<file path="src/verilog/isqwt_params.svh">
// Constants for the interval and square-wave timer
// Behaviour
// - Reset loads port-0 direction with all ones
// - Direction 0 drives pin, 1 floats it
// - Drive mode 0 push-pull, 1 open-drain
// - Mode bits 11 start counting on ticks
// - Compare match clears counter, raises first irq
// - Match period is compare value plus one
// - Second compare match still raises second irq
// - Mode bits 00 stop and clear counter
// - Square wave: each first compare match inverts output
// - Counter readable at any time
// - Prescaler low bits select count clock
// - Output disabled holds low; inversion toggles
`ifndef ISQWT_PARAMS_SVH
`define ISQWT_PARAMS_SVH
`define ISQWT_ADDR_LATCH 16'hFF00
`define ISQWT_ADDR_CNT_LO 16'hFF10
`define ISQWT_ADDR_CNT_HI 16'hFF11
`define ISQWT_ADDR_CR0_LO 16'hFF12
`define ISQWT_ADDR_CR0_HI 16'hFF13
`define ISQWT_ADDR_CR1_LO 16'hFF14
`define ISQWT_ADDR_CR1_HI 16'hFF15
`define ISQWT_ADDR_DIR 16'hFF20
`define ISQWT_ADDR_DRIVE 16'hFF38
`define ISQWT_ADDR_MODE 16'hFFBA
`define ISQWT_ADDR_PRESC 16'hFFBB
`define ISQWT_ADDR_OUTC 16'hFFBD
`define ISQWT_RST_DIR 8'hFF
`define ISQWT_RST_DRIVE 8'h00
`define ISQWT_RST_BYTE 8'h00
`define ISQWT_RST_WORD 16'h0000
`define ISQWT_MODE_LSB 2
`define ISQWT_MODE_RUN 2'h3
`define ISQWT_MODE_STOP 2'h0
`define ISQWT_OUTC_TOE 0
`define ISQWT_OUTC_INV 1
`define ISQWT_OUTC_LVR 2
`define ISQWT_OUTC_LVS 3
`define ISQWT_OUTC_RDMASK 8'hF3
`define ISQWT_ES_LSB 4
`define ISQWT_ES_FALL 2'h0
`define ISQWT_ES_RISE 2'h1
`define ISQWT_ES_BOTH 2'h3
`define ISQWT_DIV_A 4
`define ISQWT_DIV_B 256
`define ISQWT_PIN_IN 2
`define ISQWT_PIN_OUT 3
`define ISQWT_PIN_PCH 7
`endif

</file>
<file path="src/verilog/isqwt_pkg.sv">
// Types for the interval and square-wave timer
package isqwt_pkg;
	typedef enum logic [1:0]
	{
		ISQWT_ST_STOP = 2'h1,
		ISQWT_ST_RUN = 2'h2
	} isqwt_state_e;

	typedef enum logic [1:0]
	{
		ISQWT_CK_SYS = 2'h0,
		ISQWT_CK_DIVA = 2'h1,
		ISQWT_CK_DIVB = 2'h2,
		ISQWT_CK_EXT = 2'h3
	} isqwt_ck_e;

	typedef struct packed
	{
		isqwt_state_e st;
		logic [7:0] mode;
		logic [7:0] presc;
		logic [7:0] outc;
		logic [15:0] cr0;
		logic [15:0] cr1;
		logic [15:0] cnt;
		logic [7:0] dir;
		logic [7:0] drive;
		logic [7:0] latch;
		logic tout;
		logic irq1;
		logic irq2;
		logic [7:0] rdata;
	} isqwt_top_s;

	typedef struct packed
	{
		logic sync1;
		logic sync2;
		logic hist;
		logic filt;
		logic [7:0] div;
	} isqwt_ck_s;
endpackage

</file>
<file path="src/verilog/isqwt_tick_if.sv">
// Count clock request and tick between timer core and clock generator
`timescale 1ns/10ps
`default_nettype none
interface isqwt_tick_if;
	logic run;
	logic [1:0] ck_sel;
	logic [1:0] es;
	logic tick;
	modport gen (input run, input ck_sel, input es, output tick);
	modport core (output run, output ck_sel, output es, input tick);
endinterface
`default_nettype wire

</file>
<file path="src/verilog/isqwt_clkgen.sv">
// Count clock generator: prescaler and filtered external edge
`timescale 1ns/10ps
`default_nettype none
`include "isqwt_params.svh"
module isqwt_clkgen #(
	parameter int DIV_A = `ISQWT_DIV_A,
	parameter int DIV_B = `ISQWT_DIV_B
) (
	input wire logic sys_clk_i,
	input wire logic reset_i,
	input wire logic ext_pin_i,
	isqwt_tick_if.gen tick_if
);
	localparam logic [7:0] MASK_A = 8'(DIV_A - 1);
	localparam logic [7:0] MASK_B = 8'(DIV_B - 1);

	generate
		if (DIV_A < 2 || DIV_A > 256 || (DIV_A & (DIV_A - 1)) != 0)
		begin : g_bad_a
			$error("DIV_A must be a power of two from 2 to 256");
		end
		if (DIV_B < 2 || DIV_B > 256 || (DIV_B & (DIV_B - 1)) != 0)
		begin : g_bad_b
			$error("DIV_B must be a power of two from 2 to 256");
		end
	endgenerate

	isqwt_pkg::isqwt_ck_s q;
	isqwt_pkg::isqwt_ck_s d;
	logic stable;
	logic chg;
	logic edge_hit;

	// A level counts only once seen on two samples in a row
	assign stable = (q.sync2 == q.hist);
	assign chg = stable && (q.sync2 != q.filt);

	always_comb
	begin
		edge_hit = 1'b0;
		case (tick_if.es)
			`ISQWT_ES_FALL: edge_hit = chg && !q.sync2;
			`ISQWT_ES_RISE: edge_hit = chg && q.sync2;
			`ISQWT_ES_BOTH: edge_hit = chg;
			default: edge_hit = 1'b0;
		endcase
	end

	always_comb
	begin
		tick_if.tick = 1'b0;
		case (isqwt_pkg::isqwt_ck_e'(tick_if.ck_sel))
			isqwt_pkg::ISQWT_CK_SYS: tick_if.tick = tick_if.run;
			isqwt_pkg::ISQWT_CK_DIVA: tick_if.tick = tick_if.run && ((q.div & MASK_A) == MASK_A);
			isqwt_pkg::ISQWT_CK_DIVB: tick_if.tick = tick_if.run && ((q.div & MASK_B) == MASK_B);
			isqwt_pkg::ISQWT_CK_EXT: tick_if.tick = tick_if.run && edge_hit;
			default: tick_if.tick = 1'b0;
		endcase
	end

	always_comb
	begin
		d = q;
		d.sync1 = ext_pin_i;
		d.sync2 = q.sync1;
		d.hist = q.sync2;
		if (stable)
		begin
			d.filt = q.sync2;
		end
		// Prescaler restarts on every start so the first tick is aligned
		d.div = tick_if.run ? q.div + 8'h01 : 8'h00;
	end

	always_ff @(posedge sys_clk_i or posedge reset_i)
	begin
		if (reset_i)
		begin
			q <= '0;
		end
		else
		begin
			q <= d;
		end
	end
endmodule
`default_nettype wire

</file>
<file path="src/verilog/isqwt_timer.sv">
// Interval and square-wave timer with port-0 pin control
`timescale 1ns/10ps
`default_nettype none
`include "isqwt_params.svh"
module isqwt_timer (
	input wire logic sys_clk_i,
	input wire logic reset_i,
	input wire logic [15:0] sfr_addr_i,
	input wire logic [7:0] sfr_wdata_i,
	input wire logic sfr_wr_i,
	input wire logic sfr_rd_i,
	output logic [7:0] sfr_rdata_o,
	input wire logic [7:0] port0_pad_i,
	output logic [7:0] port0_pad_o,
	output logic [7:0] port0_pad_oe_o,
	output logic first_match_irq_o,
	output logic second_match_irq_o,
	output logic timer_output_pin_o
);
	isqwt_pkg::isqwt_top_s q;
	isqwt_pkg::isqwt_top_s d;
	isqwt_tick_if tick_if ();
	logic tick;
	logic running;
	logic mode_wr;
	logic outc_wr;
	logic [1:0] next_op;
	logic [7:0] pin_val;

	// Read mux; low and high counter bytes are separate reads and may tear
	function automatic logic [7:0] sfr_read(
		input logic [15:0] a,
		input isqwt_pkg::isqwt_top_s s
	);
		logic [7:0] r;
		r = 8'h00;
		case (a)
			`ISQWT_ADDR_LATCH: r = s.latch;
			`ISQWT_ADDR_CNT_LO: r = s.cnt[7:0];
			`ISQWT_ADDR_CNT_HI: r = s.cnt[15:8];
			`ISQWT_ADDR_CR0_LO: r = s.cr0[7:0];
			`ISQWT_ADDR_CR0_HI: r = s.cr0[15:8];
			`ISQWT_ADDR_CR1_LO: r = s.cr1[7:0];
			`ISQWT_ADDR_CR1_HI: r = s.cr1[15:8];
			`ISQWT_ADDR_DIR: r = s.dir;
			`ISQWT_ADDR_DRIVE: r = s.drive;
			`ISQWT_ADDR_MODE: r = s.mode;
			`ISQWT_ADDR_PRESC: r = s.presc;
			`ISQWT_ADDR_OUTC: r = s.outc & `ISQWT_OUTC_RDMASK;
			default: r = 8'h00;
		endcase
		return r;
	endfunction

	isqwt_clkgen u_clkgen (
		.sys_clk_i(sys_clk_i),
		.reset_i(reset_i),
		.ext_pin_i(port0_pad_i[`ISQWT_PIN_IN]),
		.tick_if(tick_if)
	);

	assign running = (q.st == isqwt_pkg::ISQWT_ST_RUN);
	assign tick_if.run = running;
	assign tick_if.ck_sel = q.presc[1:0];
	assign tick_if.es = q.presc[`ISQWT_ES_LSB +: 2];
	assign tick = tick_if.tick;
	assign mode_wr = sfr_wr_i && (sfr_addr_i == `ISQWT_ADDR_MODE);
	assign outc_wr = sfr_wr_i && (sfr_addr_i == `ISQWT_ADDR_OUTC);

	always_comb
	begin
		d = q;
		next_op = 2'h0;
		d.irq1 = 1'b0;
		d.irq2 = 1'b0;
		// Counting step, only while running
		if (running && tick)
		begin
			if (q.cnt == q.cr0)
			begin
				d.cnt = 16'h0000;
				d.irq1 = 1'b1;
				if (q.outc[`ISQWT_OUTC_INV])
				begin
					d.tout = !q.tout;
				end
			end
			else
			begin
				d.cnt = q.cnt + 16'h0001;
			end
			if (q.cnt == q.cr1)
			begin
				d.irq2 = 1'b1;
			end
		end
		if (sfr_wr_i)
		begin
			case (sfr_addr_i)
				`ISQWT_ADDR_LATCH: d.latch = sfr_wdata_i;
				`ISQWT_ADDR_CR0_LO: d.cr0[7:0] = sfr_wdata_i;
				`ISQWT_ADDR_CR0_HI: d.cr0[15:8] = sfr_wdata_i;
				`ISQWT_ADDR_CR1_LO: d.cr1[7:0] = sfr_wdata_i;
				`ISQWT_ADDR_CR1_HI: d.cr1[15:8] = sfr_wdata_i;
				`ISQWT_ADDR_DIR: d.dir = sfr_wdata_i;
				`ISQWT_ADDR_DRIVE: d.drive = sfr_wdata_i;
				`ISQWT_ADDR_MODE: d.mode = sfr_wdata_i;
				`ISQWT_ADDR_PRESC: d.presc = sfr_wdata_i;
				`ISQWT_ADDR_OUTC:
				begin
					d.outc = sfr_wdata_i & `ISQWT_OUTC_RDMASK;
					// Level triggers act once and are never stored
					if (sfr_wdata_i[`ISQWT_OUTC_LVS])
					begin
						d.tout = 1'b1;
					end
					else if (sfr_wdata_i[`ISQWT_OUTC_LVR])
					begin
						d.tout = 1'b0;
					end
				end
				default: d.latch = d.latch;
			endcase
		end
		if (!d.outc[`ISQWT_OUTC_TOE])
		begin
			d.tout = 1'b0;
		end
		next_op = d.mode[`ISQWT_MODE_LSB +: 2];
		// Modes other than 11 are treated as stopped
		if (next_op == `ISQWT_MODE_RUN)
		begin
			d.st = isqwt_pkg::ISQWT_ST_RUN;
		end
		else
		begin
			d.st = isqwt_pkg::ISQWT_ST_STOP;
			d.cnt = 16'h0000;
			// A stop write clears a same-cycle match's irqs but not its output inversion
			d.irq1 = 1'b0;
			d.irq2 = 1'b0;
		end
		if (sfr_rd_i)
		begin
			d.rdata = sfr_read(sfr_addr_i, q);
		end
	end

	always_ff @(posedge sys_clk_i or posedge reset_i)
	begin
		if (reset_i)
		begin
			q.st <= isqwt_pkg::ISQWT_ST_STOP;
			q.mode <= `ISQWT_RST_BYTE;
			q.presc <= `ISQWT_RST_BYTE;
			q.outc <= `ISQWT_RST_BYTE;
			q.cr0 <= `ISQWT_RST_WORD;
			q.cr1 <= `ISQWT_RST_WORD;
			q.cnt <= `ISQWT_RST_WORD;
			q.dir <= `ISQWT_RST_DIR;
			q.drive <= `ISQWT_RST_DRIVE;
			q.latch <= `ISQWT_RST_BYTE;
			q.tout <= 1'b0;
			q.irq1 <= 1'b0;
			q.irq2 <= 1'b0;
			q.rdata <= `ISQWT_RST_BYTE;
		end
		else
		begin
			q <= d;
		end
	end

	// Pad drivers; timer output is merged into the shared pin
	generate
		for (genvar i = 0; i < 8; i++)
		begin : g_pad
			if (i == `ISQWT_PIN_OUT)
			begin : g_shared
				assign pin_val[i] = q.latch[i] | q.tout;
			end
			else
			begin : g_plain
				assign pin_val[i] = q.latch[i];
			end
			if (i == `ISQWT_PIN_PCH)
			begin : g_pch
				assign port0_pad_oe_o[i] = !q.dir[i] && (!q.drive[i] || pin_val[i]);
			end
			else
			begin : g_nch
				assign port0_pad_oe_o[i] = !q.dir[i] && (!q.drive[i] || !pin_val[i]);
			end
		end
	endgenerate

	assign port0_pad_o = pin_val;
	assign sfr_rdata_o = q.rdata;
	assign first_match_irq_o = q.irq1;
	assign second_match_irq_o = q.irq2;
	assign timer_output_pin_o = q.tout;
endmodule
`default_nettype wire

</file>
<file path="config.mk">
export PLATFORM = sky130hd
export DESIGN_NAME = isqwt_timer
export DESIGN_NICKNAME = d
export VERILOG_FILES = /design/src/verilog/isqwt_pkg.sv /design/src/verilog/isqwt_tick_if.sv /design/src/verilog/isqwt_clkgen.sv /design/src/verilog/isqwt_timer.sv
export VERILOG_INCLUDE_DIRS = /design/src /design/src/verilog
export SDC_FILE = /design/constraint.sdc
export NUM_CORES = 1
export LEC_CHECK = 0
export BUFFER_PORTS_ARGS = -buffer_cell sky130_fd_sc_hd__buf_4
export CAP_MARGIN = 10
export CORE_AREA = 2 2 134 110
export DETAILED_ROUTE_END_ITERATION = 16
export DIE_AREA = 0 0 136 112
export GPL_TIMING_DRIVEN = 0
export PLACE_DENSITY = 0.7
export SLEW_MARGIN = 20
export SYNTH_ARGS = -nofsm -noshare
export SYNTH_HDL_FRONTEND = slang
export SYNTH_SLANG_ARGS = --single-unit
</file>
<file path="constraint.sdc">
create_clock -name sys_clk_i -period 3.6 [get_ports sys_clk_i]
set_input_delay 0.36 -clock sys_clk_i [delete_from_list [all_inputs] [get_ports sys_clk_i]]
set_output_delay 0.36 -clock sys_clk_i [all_outputs]
set_load 0.02 [all_outputs]
</file>
==> results by group <==
STA
  • Rel. slew slack: 27.27%
  • Least-Margin Pin Slew: about 1100 ps
  • Worst hold slack: -4.520 ps
  • Hold Violations, Final: 5
  • Skew final: 7.244 ps
  • Fin crit period: 2756 ps
  • Final-report max-slew violation count: 0
  • Total negative setup slack: 0 ps
  • RSZ-0062 raised after global routing: false
  • Setup violations, final: 0
  • Max Fclk: 362.8 MHz
  • Setup slack after layout: about 840 ps
  • Final cycle utilization of the critical path: 76.56%

Place
  • Pre-CTS WS: 831.1 ps
  • Number of port buffers: 45
  • Routability cong.: 0.8870
  • DPL Wire Length: 12490 um

Outcome
  • Outcome: finished, violations left
  • Violated checks: hold timing

Clocking
  • Post-CTS sizing: 0
  • H-tree lvl count: 4
  • CTS Buf Count: 17
  • CTS Sinks: roughly 120
  • Clock Latency Late Sink: 420 ps
  • Clock tree buffer depth: 2
  • Reg clk slew, reported paths: ~50 ps
  • Setup Fix Bufs, Post-CTS: 0
  • CTS tree: built
  • Clock root buffer: clkbuf_16
  • # hold bufs at CTS: 0

Critical path
  • CP Cell Sequence: ha_1 > nand2_1 > nor4_1 > o31ai_1 > clkbuf_1 > clkbuf_1 > o21ai_0 > a21oi_1
  • Critical path launch point: u_clkgen.q[0]
  • Delay-heaviest family, CP: compound AO/OA/AOI/OAI gates
  • Req. time, crit path: 3940 ps
  • Setup CP Type: reg2reg
  • Crit path capture type: register
  • Worst Path Arrival: 3090 ps
  • Worst-path fanout max: 10
  • CP Launch Type: register
  • Worst r2r src: u_clkgen.q[0]
  • Max stage delay on crit path: 650 ps
  • Reg2reg setup slack: 840 ps
  • Crit-path slowest cell: o31ai_1
  • Cell mode on critical path: clkbuf_1
  • Crit path buf inv count: 2

Final layout
  • Layout cell share with drive strength beyond 1: 34.04%
  • Layout area overhead: 18.05%
  • Final net count: between 600 and 700
  • Fin util: 55.29%
  • N_diodes: 0

Power
  • IR drop worst, VDD: 406.9 uV
  • Power Total: 3.132 mW
  • Power per cell area: 405.9 mW/mm2
  • Leakage power: about 3.5 nW

Die
  • # IOs: between 60 and 70
  • Row cnt: 39
  • Die footprint: 0.01523 mm2
  • Core Footprint: around 0.014 mm2
  • Starting Density: 46.84%
  • Die X: 136 um
  • Die Height: ~110 um

Global route
  • First-pass GRT wire length: between 20000 and 30000 um
  • Total GRT Usage: 24.10%
  • Largest net degree at the start of global routing: 66
  • Initial antenna violation count: 0
  • Global route total overflow: 0
  • Vias in the first global route: 5027

Detailed routing
  • 1st-iter DRT viols: a little under 700
  • WL/cell: 20.72 um
  • Drt drc: 0
  • Routed vias/inst: 5.989
  • Antenna-violating nets left: 0
  • 1st-pass router iterations: 7
  • Via Count: between 5000 and 6000
  • Total Wirelength: 17450 um

Hold path
  • Min-delay worst type: in2async

Logic synthesis
  • Synth Flop Type: dfrtp_1
  • Number of flops mapped to enable cells by yosys: 0
  • Async SR Flop Fraction: 100.0%
  • Synth warnings: 0
  • Register bit total from synthesis: 119
  • Library cells used by synthesis: 63
  • Mean Syn Cell Area: roughly 11 um2
  • Syn Inst Count: 580
  • Post-Synthesis Cell Area: 0.006536 mm2
  • Seq/Total Area, Yosys: a little under half
  • Syn nets: 618

Job
  • Maxcap violations: 0
final timing paths:
path | to | cells after the start
worst max-delay path | q[37] | 8
worst min-delay path | q[26] | 2
worst max register to register | q[37] | 8
worst min register to register | u_clkgen.d[9] | 0
max in group asynchronous | q[107] | 3
min in group sys_clk_i | u_clkgen.d[10] | 1
stage by stage:
step	instances	area [um2]	hold slack, ps
after floorplan	580	6536	331.2
after global placement	809	7104	334.7
after detailed placement	810	7137	343.4
after CTS	842	7716	10.87
after global routing	842	7716	34.93
final	842	7716	-4.520
cell families (layout without fill, tap and decap cells):
kind of cell	after synthesis	after routing	synth area share, %
and+or+nand+nor	174	174	16.73
DFF	119	119	45.73
AOI/OAI and AO/OA	99	99	10.15
muxes	88	88	16.25
buffers and inverters	59	137	5.513
xor gates and xnor gates	38	38	5.092
adders and majority gates	3	3	0.5359
registers in the layout, indices dropped and copies added (netlist names):
signal / cells
second_match_irq_o: 1
timer_output_pin_o: 1
sfr_rdata_o: 8
port0_pad_o: 7
first_match_irq_o: 1
u_clkgen.d: 2
u_clkgen.q: 10
q: 89
synthesized netlist by cell type, drive strengths merged (2+ instances only):
library cell,number,area share (%)
mux4,4,1.4
buf,26,3.0
dfstp,9,3.6
or2,4,0.42
dlygate4sd1,3,0.40
a22o,3,0.40
nor2b,9,0.86
inv,9,0.52
nand2b,2,0.19
mux2,84,15
nor2,25,1.7
a221oi,2,0.27
nand4,8,1.0
a22oi,18,2.1
a2bb2oi,2,0.27
xnor2,17,2.3
or3b,3,0.44
nand3,15,1.1
a31oi,4,0.38
xor2,21,2.8
nor3b,5,0.57
or4,5,0.69
dfrtp,110,42
and4,2,0.29
nand2,37,2.2
nor4,16,2.8
and3,12,1.1
o21ai,21,1.6
or3,12,1.2
clkdlybuf4s25,4,0.61
a222oi,14,2.1
a21oi,29,2.2
nand3b,10,1.1
nor3,5,0.46
clkbuf,17,0.98
ha,2,0.38
nand4b,2,0.27
placed cells by master, fill, tap and decap left out, types with 12 or more instances in the layout:
| cell type | instances |
|---|---|
| nor2_1 | 23 |
| and3_1 | 12 |
| dfrtp_1 | 110 |
| clkbuf_1 | 22 |
| xor2_1 | 21 |
| a21oi_1 | 29 |
| nand2_1 | 36 |
| clkbuf_16 | 17 |
| nand3_1 | 15 |
| a222oi_1 | 14 |
| xnor2_1 | 17 |
| a22oi_1 | 18 |
| buf_4 | 62 |
| o21ai_0 | 20 |
| mux2_2 | 77 |
metal layers:
metal,wire (um),GRT usage (%)
met5,0,0
met2,7885,35.31
met1,7916,35.50
met4,236,6.458
met3,1411,6.193
final cells by class:
| class | instances | area (um2) |
|---|---|---|
| fill | 1199 | 6240 |
| multi-input combinational | 402 | 3187 |
| sequential | 119 | 2989 |
| clock buffer | 25 | 485.5 |
| timing repair buffer | 46 | 365.4 |
| buffer | 50 | 326.6 |
| tap | 184 | 230.2 |
| clock inverter | 7 | 93.84 |
| inverter | 9 | 38.79 |
power by group:
| group | switching [mW] | total, mW | internal, mW |
|---|---|---|---|
| Clock | 0.590 | 1.66 | 1.07 |
| Combinational | 0.0837 | 0.125 | 0.0417 |
| Sequential | 0.00263 | 1.35 | 1.34 |
| Total | 0.677 | 3.13 | 2.46 |
Power figures use the tool's default switching activity.
